### src/pkg/contact_override_pkg.sv
// constants, offsets and carrier types of the contact override block
package contact_override_pkg;

    // register offsets (byte addresses)
    localparam logic [7:0] OFS_CTRL       = 8'h00;
    localparam logic [7:0] OFS_FORCE_SEL  = 8'h04;
    localparam logic [7:0] OFS_FORCE_POS  = 8'h08;
    localparam logic [7:0] OFS_GRP_FORCE  = 8'h0C;
    localparam logic [7:0] OFS_FORCE_MODE = 8'h10;
    localparam logic [7:0] OFS_FORCE_TIME = 8'h14;
    localparam logic [7:0] OFS_DISARM     = 8'h18;
    localparam logic [7:0] OFS_DISARM_TIM = 8'h1C;
    localparam logic [7:0] OFS_STATUS     = 8'h20;
    localparam logic [7:0] OFS_DISARMED   = 8'h24;
    localparam logic [7:0] OFS_CONTACTS   = 8'h28;
    localparam logic [7:0] OFS_IRQ_STAT   = 8'h2C;
    localparam logic [7:0] OFS_IRQ_MASK   = 8'h30;

    // field positions
    localparam int CTRL_REBOOT_BIT   = 0;
    localparam int CTRL_DISCTL_BIT   = 1;
    localparam int CTRL_PHSET_BIT    = 2;
    localparam int GRP_POS_LSB       = 8;
    localparam int MODE_PERM_BIT     = 0;
    localparam int DIS_PERM_BIT      = 8;
    localparam int ST_FTMR_BIT       = 0;
    localparam int ST_DTMR_BIT       = 1;
    localparam int ST_HEALTH_BIT     = 2;
    localparam int ST_PHMIS_BIT      = 3;
    localparam int IRQ_FEXP_BIT      = 0;
    localparam int IRQ_DEXP_BIT      = 1;
    localparam int IRQ_PHMIS_BIT     = 2;
    localparam int IRQ_HLOST_BIT     = 3;
    localparam int IRQ_BITS          = 4;

    // reset values
    localparam logic [31:0] RST_WORD = 32'h0000_0000;
    localparam logic [15:0] RST_TIME = 16'h0000;

    // timer tick: one millisecond at the 20 MHz clock
    localparam int TICK_TIME_US = 1000;
    localparam int CLK_MHZ      = 20;
    localparam int TICK_CYCLES  = TICK_TIME_US * CLK_MHZ;

    // register bus request carrier
    typedef struct packed {
        logic        wr;
        logic        rd;
        logic [7:0]  addr;
        logic [31:0] wdata;
    } regReq_s;

endpackage

### src/rtl/output_contact_force_disarm.sv
// force and disarm override logic for the relay output contacts
//
// The strobed register port and the address map are this design's own decisions.
`timescale 1ns/1ns

module override_timer #(
    parameter int TICKS = contact_override_pkg::TICK_CYCLES
) (
    input  wire logic        clk,
    input  wire logic        rstn,
    input  wire logic        start,
    input  wire logic        cancel,
    input  wire logic [15:0] load,
    output logic             running,
    output logic             expired
);
    import contact_override_pkg::*;

    logic [31:0] preQ;
    logic [15:0] cntQ;
    wire         tick   = (preQ == 32'(TICKS - 1));
    wire         lastMs = tick && (cntQ == 16'h0001);

    always_ff @(posedge clk or negedge rstn) begin
        if (!rstn) begin
            preQ <= RST_WORD;
        end else if (start || tick || !running) begin
            preQ <= RST_WORD;
        end else begin
            preQ <= preQ + 32'h0000_0001;
        end
    end

    always_ff @(posedge clk or negedge rstn) begin
        if (!rstn) begin
            cntQ    <= RST_TIME;
            running <= 1'b0;
            expired <= 1'b0;
        end else begin
            expired <= 1'b0;
            if (start) begin
                cntQ    <= load;
                running <= (load != RST_TIME);
            end else if (cancel) begin
                running <= 1'b0;
            end else if (running && tick) begin
                cntQ <= cntQ - 16'h0001;
                if (lastMs) begin
                    running <= 1'b0;
                    expired <= 1'b1;
                end
            end
        end
    end
endmodule // override_timer

module contact_slot (
    input  wire logic grpDisarm,
    input  wire logic forceOn,
    input  wire logic forceLevel,
    input  wire logic protDrive,
    input  wire logic latchHeld,
    input  wire logic holdActive,
    input  wire logic disarmedNow,
    input  wire logic contactNow,
    output logic      disarmedNext,
    output logic      contactNext
);
    wire mayEnter = !latchHeld && !holdActive;

    assign disarmedNext = grpDisarm && (disarmedNow || mayEnter);
    assign contactNext  = disarmedNow ? contactNow :
                          forceOn     ? forceLevel : protDrive;
endmodule // contact_slot

module output_contact_force_disarm #(
    parameter int GROUPS      = 4,
    parameter int OUTS        = 8,
    parameter int TICK_CYC    = contact_override_pkg::TICK_CYCLES
) (
    input  wire logic                            clk,
    input  wire logic                            rstn,
    input  wire contact_override_pkg::regReq_s   busReq,
    output logic [31:0]                          rdData,
    input  wire logic [GROUPS*OUTS-1:0]          protCmd,
    input  wire logic [GROUPS*OUTS-1:0]          latched,
    input  wire logic [GROUPS*OUTS-1:0]          holdRunning,
    input  wire logic                            zoneIlkCmd,
    input  wire logic                            supervisionCmd,
    input  wire logic                            bootDone,
    input  wire logic                            protRunning,
    input  wire logic                            phaseMeasured,
    output logic [GROUPS*OUTS-1:0]               contacts,
    output logic                                 zoneIlkOut,
    output logic                                 supervisionOut,
    output logic                                 healthGreen,
    output logic                                 phaseMismatch,
    output logic                                 rebootReq,
    output logic                                 irq
);
    import contact_override_pkg::*;

    localparam int NOUT = GROUPS * OUTS;

    // software registers
    logic [2:0]          ctrl_q;
    logic [NOUT-1:0]     forceSel_q;
    logic [NOUT-1:0]     forcePos_q;
    logic [GROUPS-1:0]   grpForce_q;
    logic [GROUPS-1:0]   grpPos_q;
    logic                forcePerm_q;
    logic [15:0]         forceTime_q;
    logic [GROUPS-1:0]   disarmCmd_q;
    logic                disarmPerm_q;
    logic [15:0]         disarmTime_q;
    logic [IRQ_BITS-1:0] irqStat_q;
    logic [IRQ_BITS-1:0] irqMask_q;
    logic [31:0]         rd_q;

    // block state
    logic [NOUT-1:0]     disarmed_q;
    logic [NOUT-1:0]     contacts_q;
    logic                health_q;
    logic                phMis_q;
    logic                reboot_q;

    logic                forceRun;
    logic                forceExp;
    logic                disarmRun;
    logic                disarmExp;

    // address decode
    wire wrCtrl   = busReq.wr && (busReq.addr == OFS_CTRL);
    wire wrFSel   = busReq.wr && (busReq.addr == OFS_FORCE_SEL);
    wire wrFPos   = busReq.wr && (busReq.addr == OFS_FORCE_POS);
    wire wrGrp    = busReq.wr && (busReq.addr == OFS_GRP_FORCE);
    wire wrFMode  = busReq.wr && (busReq.addr == OFS_FORCE_MODE);
    wire wrFTime  = busReq.wr && (busReq.addr == OFS_FORCE_TIME);
    wire wrDis    = busReq.wr && (busReq.addr == OFS_DISARM);
    wire wrDTime  = busReq.wr && (busReq.addr == OFS_DISARM_TIM);
    wire wrIStat  = busReq.wr && (busReq.addr == OFS_IRQ_STAT);
    wire wrIMask  = busReq.wr && (busReq.addr == OFS_IRQ_MASK);

    // a force command write (re)starts the force timer
    wire forceStart = wrFSel || wrGrp;
    wire disStart   = wrDis;

    // force live while permanent or while its timer runs
    // timed force gate
    wire forceLive  = forcePerm_q || forceRun;
    wire disarmLive = disarmPerm_q || disarmRun;
    wire disCtl     = ctrl_q[CTRL_DISCTL_BIT];

    override_timer #(
        .TICKS (TICK_CYC)
    ) u_force_tmr (
        .clk     (clk),
        .rstn    (rstn),
        .start   (forceStart),
        .cancel  (wrFMode),
        .load    (forceTime_q),
        .running (forceRun),
        .expired (forceExp)
    );

    override_timer #(
        .TICKS (TICK_CYC)
    ) u_disarm_tmr (
        .clk     (clk),
        .rstn    (rstn),
        .start   (disStart),
        .cancel  (wrFMode),
        .load    (disarmTime_q),
        .running (disarmRun),
        .expired (disarmExp)
    );

    // per output next state
    wire  [NOUT-1:0] disarmedD;
    wire  [NOUT-1:0] contactsD;

    for (genvar i = 0; i < NOUT; i++) begin : g_out
        localparam int G = i / OUTS;
        wire grpDis  = disarmCmd_q[G] && disarmLive && disCtl;
        wire forced  = forceLive && (grpForce_q[G] || forceSel_q[i]);
        wire pos     = grpForce_q[G] ? grpPos_q[G] : forcePos_q[i];

        contact_slot u_slot (
            .grpDisarm    (grpDis),
            .forceOn      (forced),
            .forceLevel   (pos),
            .protDrive    (protCmd[i]),
            .latchHeld    (latched[i]),
            .holdActive   (holdRunning[i]),
            .disarmedNow  (disarmed_q[i]),
            .contactNow   (contacts_q[i]),
            .disarmedNext (disarmedD[i]),
            .contactNext  (contactsD[i])
        );
    end

    // control registers
    always_ff @(posedge clk or negedge rstn) begin
        if (!rstn) begin
            ctrl_q     <= 3'h0;
            forceSel_q <= '0;
            forcePos_q <= '0;
            grpForce_q <= '0;
            grpPos_q   <= '0;
        end else begin
            if (wrCtrl) begin
                ctrl_q <= busReq.wdata[2:0];
            end
            if (wrFSel) begin
                forceSel_q <= busReq.wdata[NOUT-1:0];
            end else if (forceExp && !forcePerm_q) begin
                forceSel_q <= '0;
            end
            if (wrFPos) begin
                forcePos_q <= busReq.wdata[NOUT-1:0];
            end
            if (wrGrp) begin
                grpForce_q <= busReq.wdata[GROUPS-1:0];
                grpPos_q   <= busReq.wdata[GRP_POS_LSB +: GROUPS];
            end else if (forceExp && !forcePerm_q) begin
                grpForce_q <= '0;
            end
        end
    end

    always_ff @(posedge clk or negedge rstn) begin
        if (!rstn) begin
            forcePerm_q  <= 1'b0;
            forceTime_q  <= RST_TIME;
            disarmCmd_q  <= '0;
            disarmPerm_q <= 1'b0;
            disarmTime_q <= RST_TIME;
        end else begin
            if (wrFMode) begin
                forcePerm_q <= busReq.wdata[MODE_PERM_BIT];
            end
            if (wrFTime) begin
                forceTime_q <= busReq.wdata[15:0];
            end
            if (wrDis) begin
                disarmCmd_q  <= busReq.wdata[GROUPS-1:0];
                disarmPerm_q <= busReq.wdata[DIS_PERM_BIT];
            end else if (disarmExp && !disarmPerm_q) begin
                disarmCmd_q <= '0;
            end
            if (wrDTime) begin
                disarmTime_q <= busReq.wdata[15:0];
            end
        end
    end

    // contact state and status
    always_ff @(posedge clk or negedge rstn) begin
        if (!rstn) begin
            disarmed_q     <= '0;
            contacts_q     <= '0;
            zoneIlkOut     <= 1'b0;
            supervisionOut <= 1'b0;
            health_q       <= 1'b0;
            phMis_q        <= 1'b0;
            reboot_q       <= 1'b0;
        end else begin
            disarmed_q     <= disarmedD;
            contacts_q     <= contactsD;
            zoneIlkOut     <= zoneIlkCmd;
            supervisionOut <= supervisionCmd;
            health_q       <= bootDone && protRunning;
            phMis_q        <= phaseMeasured != ctrl_q[CTRL_PHSET_BIT];
            reboot_q       <= wrCtrl && busReq.wdata[CTRL_REBOOT_BIT];
        end
    end

    // interrupt events
    wire  [IRQ_BITS-1:0] irqEvt;
    assign irqEvt[IRQ_FEXP_BIT]  = forceExp;
    assign irqEvt[IRQ_DEXP_BIT]  = disarmExp;
    assign irqEvt[IRQ_PHMIS_BIT] = phMis_q == 1'b0 &&
                                   (phaseMeasured != ctrl_q[CTRL_PHSET_BIT]);
    assign irqEvt[IRQ_HLOST_BIT] = health_q && !(bootDone && protRunning);

    wire [IRQ_BITS-1:0] w1c = wrIStat ? busReq.wdata[IRQ_BITS-1:0] : '0;

    // sticky status, set wins over clear
    always_ff @(posedge clk or negedge rstn) begin
        if (!rstn) begin
            irqStat_q <= '0;
            irqMask_q <= '0;
        end else begin
            irqStat_q <= (irqStat_q & ~w1c) | irqEvt;
            if (wrIMask) begin
                irqMask_q <= busReq.wdata[IRQ_BITS-1:0];
            end
        end
    end

    // read mux
    logic [31:0] rdMux;
    wire  [31:0] statusWord = {28'h0000000,
                               phMis_q, health_q, disarmRun, forceRun};

    always_comb begin
        rdMux = RST_WORD;
        unique case (busReq.addr)
            OFS_CTRL:       rdMux = {29'h0, ctrl_q[2:1], 1'b0};
            OFS_FORCE_SEL:  rdMux = 32'(forceSel_q);
            OFS_FORCE_POS:  rdMux = 32'(forcePos_q);
            OFS_GRP_FORCE:  rdMux = 32'(grpForce_q) |
                                    (32'(grpPos_q) << GRP_POS_LSB);
            OFS_FORCE_MODE: rdMux = {31'h0, forcePerm_q};
            OFS_FORCE_TIME: rdMux = {16'h0, forceTime_q};
            OFS_DISARM:     rdMux = 32'(disarmCmd_q) |
                                    (32'(disarmPerm_q) << DIS_PERM_BIT);
            OFS_DISARM_TIM: rdMux = {16'h0, disarmTime_q};
            OFS_STATUS:     rdMux = statusWord;
            OFS_DISARMED:   rdMux = 32'(disarmed_q);
            OFS_CONTACTS:   rdMux = 32'(contacts_q);
            OFS_IRQ_STAT:   rdMux = 32'(irqStat_q);
            OFS_IRQ_MASK:   rdMux = 32'(irqMask_q);
            default:        rdMux = RST_WORD;
        endcase
    end

    always_ff @(posedge clk or negedge rstn) begin
        if (!rstn) begin
            rd_q <= RST_WORD;
        end else begin
            rd_q <= busReq.rd ? rdMux : RST_WORD;
        end
    end

    assign rdData        = rd_q;
    assign contacts      = contacts_q;
    assign healthGreen   = health_q;
    assign phaseMismatch = phMis_q;
    assign rebootReq     = reboot_q;
    assign irq           = |(irqStat_q & irqMask_q);

endmodule // output_contact_force_disarm

### config.mk
export PLATFORM = sky130hd
export DESIGN_NAME = output_contact_force_disarm
export DESIGN_NICKNAME = d
export VERILOG_FILES = /design/src/pkg/contact_override_pkg.sv /design/src/rtl/output_contact_force_disarm.sv
export SDC_FILE = /design/constraint.sdc
export NUM_CORES = 1
export LEC_CHECK = 0
export BUFFER_PORTS_ARGS = -buffer_cell sky130_fd_sc_hd__buf_2
export CELL_PAD_IN_SITES_DETAIL_PLACEMENT = 1
export CELL_PAD_IN_SITES_GLOBAL_PLACEMENT = 1
export CORE_UTILIZATION = 49
export CTS_CLUSTER_DIAMETER = 150
export CTS_CLUSTER_SIZE = 40
export DETAILED_ROUTE_END_ITERATION = 12
export GPL_TIMING_DRIVEN = 0
export PLACE_DENSITY = 0.95
export SLEW_MARGIN = 5
export SYNTH_ARGS = -nofsm -noshare
export SYNTH_HDL_FRONTEND = slang
export SYNTH_SLANG_ARGS = --single-unit
### constraint.sdc
create_clock -name clk -period 3.2 [get_ports clk]
set_input_delay 0.16 -clock clk [delete_from_list [all_inputs] [get_ports clk]]
set_output_delay 0.16 -clock clk [all_outputs]
set_load 0.05 [all_outputs]
# Word level (Yosys, flattened, before mapping)
# Index checks and enable logic that the tools add are counted.
[op_classes] n_addsub=4 eq_ne=19 mux=97 bitwise=7 reduce_logical=281
[op_table] operator="$pmux 32 s13" n=1
[op_table] operator="$mux 32" n=5
[op_table] operator="$logic_and 1x1->1" n=124
[op_table] operator="$mux 16" n=6
[op_table] operator="$mux 1" n=80
[op_table] operator="$logic_or 1x1->1" n=71
[op_table] operator="$logic_not 1->1" n=69
[op_table] operator="$add 32x1->32 const B" n=2
[op_table] operator="$eq 32x15->1 const B" n=2
[op_table] operator="$eq 8x6->1 const B" n=5
[op_table] operator="$eq 16x1->1 const B" n=2
[op_table] operator="$eq 8x5->1 const B" n=4
[op_table] operator="$reduce_bool 16->1" n=2
[op_table] operator="$sub 16x1->16 const B" n=2
[op_table] operator="$mux 4" n=5
[op_table] operator="$eq 8x4->1 const B" n=2
[op_table] operator="$or 4x12->12" n=1
[op_table] operator="$reduce_bool 3->1" n=4
[op_table] operator="$reduce_bool 2->1" n=5
[op_table] operator="$or 4x9->9" n=1
[op_table] operator="$and 4x4->4" n=2
[op_table] operator="$eq 8x3->1 const B" n=1
[op_table] operator="$logic_not 8->1" n=1
[op_table] operator="$reduce_and 2->1" n=4
[op_table] operator="other kinds (7)" n=7
[totals] regBits=322 out_inout_bits=70 wordCells=467

# Longest topological paths before layout
[depth] depth_word=6 depth_mapped=8 depth_no_buf=7

# Cells and area by module
# Synthesis repeated with hierarchy kept, for this count alone.
[unflattened] hier_cells=1621 area_unflattened_um2=16070.4
[by_module_without_submodules] module="output_contact_force_disarm" n_inst=1 cells_per_inst=857 area_per_inst_um2=9594.2
[by_module_without_submodules] module="override_timer" n_inst=2 cells_per_inst=302 area_per_inst_um2=2757.6
[by_module_without_submodules] module="contact_slot" n_inst=32 cells_per_inst=5 area_per_inst_um2=30.0

# Worst setup path before layout
# No wires, ideal clock.
[synth_path] path_kind="reg-to-reg" from="reg u_disarm_tmr.preQ[17]" to="reg u_disarm_tmr.cntQ[15]" setup_ps=126 arrival_ps=2000 slack_ps=1074 stages_incl_launch_ff=7 period_less_slack_ps=2126 cell_sequence="dfrtp_1 or4b_4 nor4_4 and4b_1 buf_6 o22ai_1 a221o_1"
[synth_via] elab_chain_len=4
[synth_lines] element="start: declaration" line_no="output_contact_force_disarm.sv:19" rtl="logic [31:0] preQ;"
[synth_lines] element="start signal: assignment" line_no="output_contact_force_disarm.sv:30" rtl="preQ <= preQ + 32'h0000_0001;"
[synth_lines] element="$eq 32x15->1" line_no="output_contact_force_disarm.sv:21" rtl="wire tick = (preQ == 32'(TICKS - 1));"
[synth_lines] element="$logic_and 1x1->1" line_no="output_contact_force_disarm.sv:46" rtl="end else if (running && tick) begin"
[synth_lines] element="$reduce_bool 2->1 (no line)"
[synth_lines] element="$reduce_and 2->1 (no line)"
[synth_lines] element="end signal: assignment" line_no="output_contact_force_disarm.sv:42" rtl="cntQ <= load;"
[synth_lines] element="end signal: assignment" line_no="output_contact_force_disarm.sv:47" rtl="cntQ <= cntQ - 16'h0001;"
[synth_lines] element="end: declaration" line_no="output_contact_force_disarm.sv:20" rtl="logic [15:0] cntQ;"
# No other way between the ends.
# A chain may end at the register's enable or synchronous reset.

# Worst setup path after layout
[layout_path] from="in busReq[39] in the netlist's numbering" to="reg rd_q[19] (netlist: rdData[19])"
[layout_via] elab_chain_len=3 elab_cells_between_ends=15 classes_between="12 x eq/ne; 2 x mux; 1 x reduce/logical"
[layout_lines] element="start: declaration" line_no="output_contact_force_disarm.sv:83" rtl="input wire contact_override_pkg::regReq_s busReq,"
[layout_lines] element="$eq 8x6->1, or another cell as far along" line_no="output_contact_force_disarm.sv:308" rtl="unique case (busReq.addr)"
[layout_lines] element="$pmux 32 s13 *" line_no="output_contact_force_disarm.sv:308"
[layout_lines] element="$mux 32 *" line_no="output_contact_force_disarm.sv:332" rtl="rd_q <= busReq.rd ? rdMux : RST_WORD;"
[layout_lines] element="end signal: assignment" line_no="output_contact_force_disarm.sv:332"
[layout_lines] element="end: declaration" line_no="output_contact_force_disarm.sv:118" rtl="logic [31:0] rd_q;"
# Every way passes the cells marked *; elsewhere a longest branch is shown, timed or not.

==> reports/results.tsv <==
stage	metric	value	unit
critical_path	Worst R2R End	contacts[20]	
grt	initial antenna violation count	7	
clock_network	cts bufs inserted	12	
detailed_routing	vias post-DR	16292	
yosys	Synth Flop Type	dfrtp_1	
yosys	ys async rst share	1.000	
cells_and_area	synthesis-to-finish area growth	19.25	%
timing	Peak Freq	0.3116	GHz
critical_path	critical path's top delay family	simple AND/OR/NAND/NOR gates	
timing	final hold vios	0	
worst_hold_path	end of the worst hold path	irqStat_q[3]	
yosys	Post-synth EDFFs	0	
detailed_routing	DRT Pass-1 Iters	6	
floorplan	IO Pins	215	
clock_network	TritonCTS Sinks	321	
pwr	Cell Pwr Density	440.5	nW/um2
critical_path	reg-to-reg slack, setup	0.02	ns
yosys	syn_nets	1742	
cells_and_area	cell area after layout	18810	um2
yosys	cell taking the most area after synthesis	dfrtp_1	
clock_network	root buffer selected by CTS	clkbuf_16	
timing	worst-margin pin slew	1.454	ns
critical_path	Worst Path Max Fanout	10	
place	dpl hpwl	39900	um
clock_network	Reg clk slew, reported paths	0.17	ns
status	run status	complete, but fails checks	
clock_network	clk_lat worst skew	0.54	ns
job	max-cap violation count	1	
pwr	worst vdd ir	0.3916	mV
detailed_routing	average wire per standard cell	29.72	um
place	Placer Congestion	0.9233	
yosys	Yosys reg bits	321	
yosys	synth top area cells	dfrtp_1, mux2_2, nor2_1, nand2_1, o21ai_0	
critical_path	r2r worst-path depth	6	
critical_path	Arr. time, crit path	3.58	ns
timing	final setup violation count	1	
worst_hold_path	hold path startpoint	bootDone	
cells_and_area	Final Instance Count excl. Fillers	2325	
critical_path	cell-by-cell trace of the critical path	buf_2 -> nor3_1 -> nand2_1 -> nor2_1 -> clkbuf_1 -> a22oi_1 -> a21oi_1	
yosys	Synth Instances	1591	
detailed_routing	drt total wl	69090	um
yosys	post-synth top area share	0.5092	
yosys	synth cell count leaders	dfrtp_1, nor2_1, nand2_1	
worst_hold_path	Hold Crit Class	in2reg	
detailed_routing	Via density	7.007	
critical_path	CP Data Required Time	3.57	ns
cells_and_area	layout cell share with drive strength beyond 1	0.2017	
grt	grt ovf	0	
floorplan	Die Wd	181.4	um
grt	first-pass GRT wire length	105500	um
place	area of placed instances	17410	um2
yosys	Yosys warnings	0	
yosys	syn_area_per_cell	9.915	um2
timing	fin. max-slew vios	0	
place	number of buffers added on ports	208	
yosys	Netlist cell types	73	
grt	number of global-route vias before repair	17339	
clock_network	CTS tree	built	
timing	Tmin final	3.209	ns
critical_path	CP max stage cell	nor2_1	
detailed_routing	ANT nets after route	0	
floorplan	die area	32920	um2
pwr	leakage dissipation	8.449	nW
floorplan	DIE HEIGHT	181.4	um
timing	RSZ-0062 raised after global routing	no	
timing	Setup TNS Final	-0.009492	ns
cells_and_area	Final #Nets	2069	
pwr	total power	8.286	mW
clock_network	H-tree lvl count	1	
grt	largest net degree at the start of global routing	119	
worst_hold_path	WHS Path Cells	3	
critical_path	CP bufs+invs	2	
yosys	most common cell in the synthesized netlist	dfrtp_1	
timing	max_slew headroom	0.01674	
floorplan	Initial Utilization	0.4986	
critical_path	worst r2r src	u_force_tmr.running	
timing	clock skew	0.06389	ns
critical_path	Setup crit start kind	input port	
grt	Total GRT Usage	0.4208	
critical_path	Crit path largest cell delay	1.06	ns
timing	final worst slack	-0.009492	ns
detailed_routing	detailed-route DRC error count	0	
timing	final worst path period share	1.003	
floorplan	core area	31640	um2
yosys	sequential share of the synthesized area	0.5092	
floorplan	Cell Rows	65	
critical_path	Setup CP Type	in2reg	
detailed_routing	Iter 0 DRT Violations	2100	
status	violated checks	capacitance limit, setup timing	
critical_path	CP endpoint kind	flip-flop	
yosys	mapped cell area	15780	um2
place	placed insts	2204	
clock_network	Bufs on Longest Clock Path	3	
==> power breakdown <==
group	switching, mW	internal [mW]
clock	1.41	0.763
combinational	1.00	0.548
sequential	0.295	4.27
==> per-layer routing <==
layer  GRT usage  part of all wire  vias to the layer above  wire length, um
met4      0.3146             0.086                        4             5924
met2      0.6565              0.46                     1449            31470
met5           0           0.00033                        -               23
li1            -                 -                     6353                -
met3      0.1336              0.11                      501             7810
met1      0.4870              0.35                     7985            23870
==> stage by stage <==
stage | util | worst slack (ns) | hold slack (ns)
2_1_floorplan | - | 1.074 | -0.1356
4_1_cts | 0.5938 | 0.5010 | 0.007367
3_3_place_gp | 0.5474 | -4.068 | 0.2680
3_5_place_dp | 0.5504 | 0.3815 | -0.009273
5_1_grt | 0.5945 | 0.06980 | 0.01508
6_report | 0.5946 | -0.009492 | 0.001304
==> cell families (layout without fill, tap and decap cells) <==
| kind of cell | after synthesis | after routing | share of synthesized area |
|---|---|---|---|
| other | 0 | 4 | 0 |
| multiplexers | 86 | 86 | 0.06083 |
| AO/OA/AOI/OAI | 355 | 355 | 0.1503 |
| adder cells (fa/ha/maj) | 6 | 6 | 0.004759 |
| XOR/XNOR | 73 | 73 | 0.04053 |
| buffers and inverters | 134 | 462 | 0.04378 |
| AND/OR/NAND/NOR | 616 | 616 | 0.1906 |
| flip-flops | 321 | 321 | 0.5092 |
==> worst min-delay path, delay by kind of cell <==
| family | cells | cell delay [ns] |
|---|---|---|
| AOI/OAI and AO/OA | 1 | 0.15 |
| buffers and inverters | 1 | 0.10 |
| and+or+nand+nor | 1 | 0.09 |
==> worst max-delay path by stage <==
stage / start / end / slack [ns] / cells after the start
2_1_floorplan: u_disarm_tmr.preQ[17] / u_disarm_tmr.cntQ[15] / 1.07 / 6
6_report: busReq[39] / rdData[19] / -0.009 / 7
3_5_place_dp: busReq[39] / rdData[9] / 0.38 / 7
3_3_place_gp: rstn / u_force_tmr.preQ[24] / -4.07 / 1
4_1_cts: u_disarm_tmr.preQ[17] / u_disarm_tmr.cntQ[6] / 0.50 / 6
5_1_grt: u_force_tmr.running / contacts[20] / 0.07 / 6
==> cells in the final DEF (no fill, tap or decap), types with 6 or more instances in the layout <==
cell type,n
xnor2_1,29
and2_1,8
nor4b_1,9
o21a_1,33
nand4_1,32
and3_1,14
nand2_1,185
inv_1,19
buf_4,34
nand3_1,42
clkbuf_1,49
buf_2,231
or4_1,10
mux2i_1,10
nor4_1,40
a22oi_1,52
and4_1,6
a21oi_1,76
clkbuf_16,13
dfrtp_1,321
or3_1,6
nor2_1,201
nand3b_1,6
a221o_1,8
o221ai_1,32
o21ai_0,86
ha_1,6
dlygate4sd3_1,102
nor3_1,20
mux2_2,73
a31oi_1,11
xor2_1,44
a222oi_1,12
==> state kept, by name (all words and copies together) (netlist names), 32 cells and up <==
register           flops
forceSel_q            32
u_force_tmr.preQ      32
u_disarm_tmr.preQ     32
contacts              32
rdData                32
forcePos_q            32
disarmed_q            32
==> area by class of cell <==
type	instances	area (um2)
Buffer	114	615.6
Fill cell	3503	12820
Inverter	20	75.07
Tap cell	402	503.0
Antenna cell	4	10.01
Clock buffer	13	325.3
Timing Repair Buffer	313	2155
Sequential cell	321	8033
Multi-Input combinational cell	1136	7057
Clock inverter	2	38.79
==> repair_timing <==
item                      in CTS  in global routing
setup buffers                  0                  0
hold endpoints to repair     239                  1
resized for setup              0                  0
hold buffers                 101                  1
Note: power is estimated with default switching activity, not from simulation.
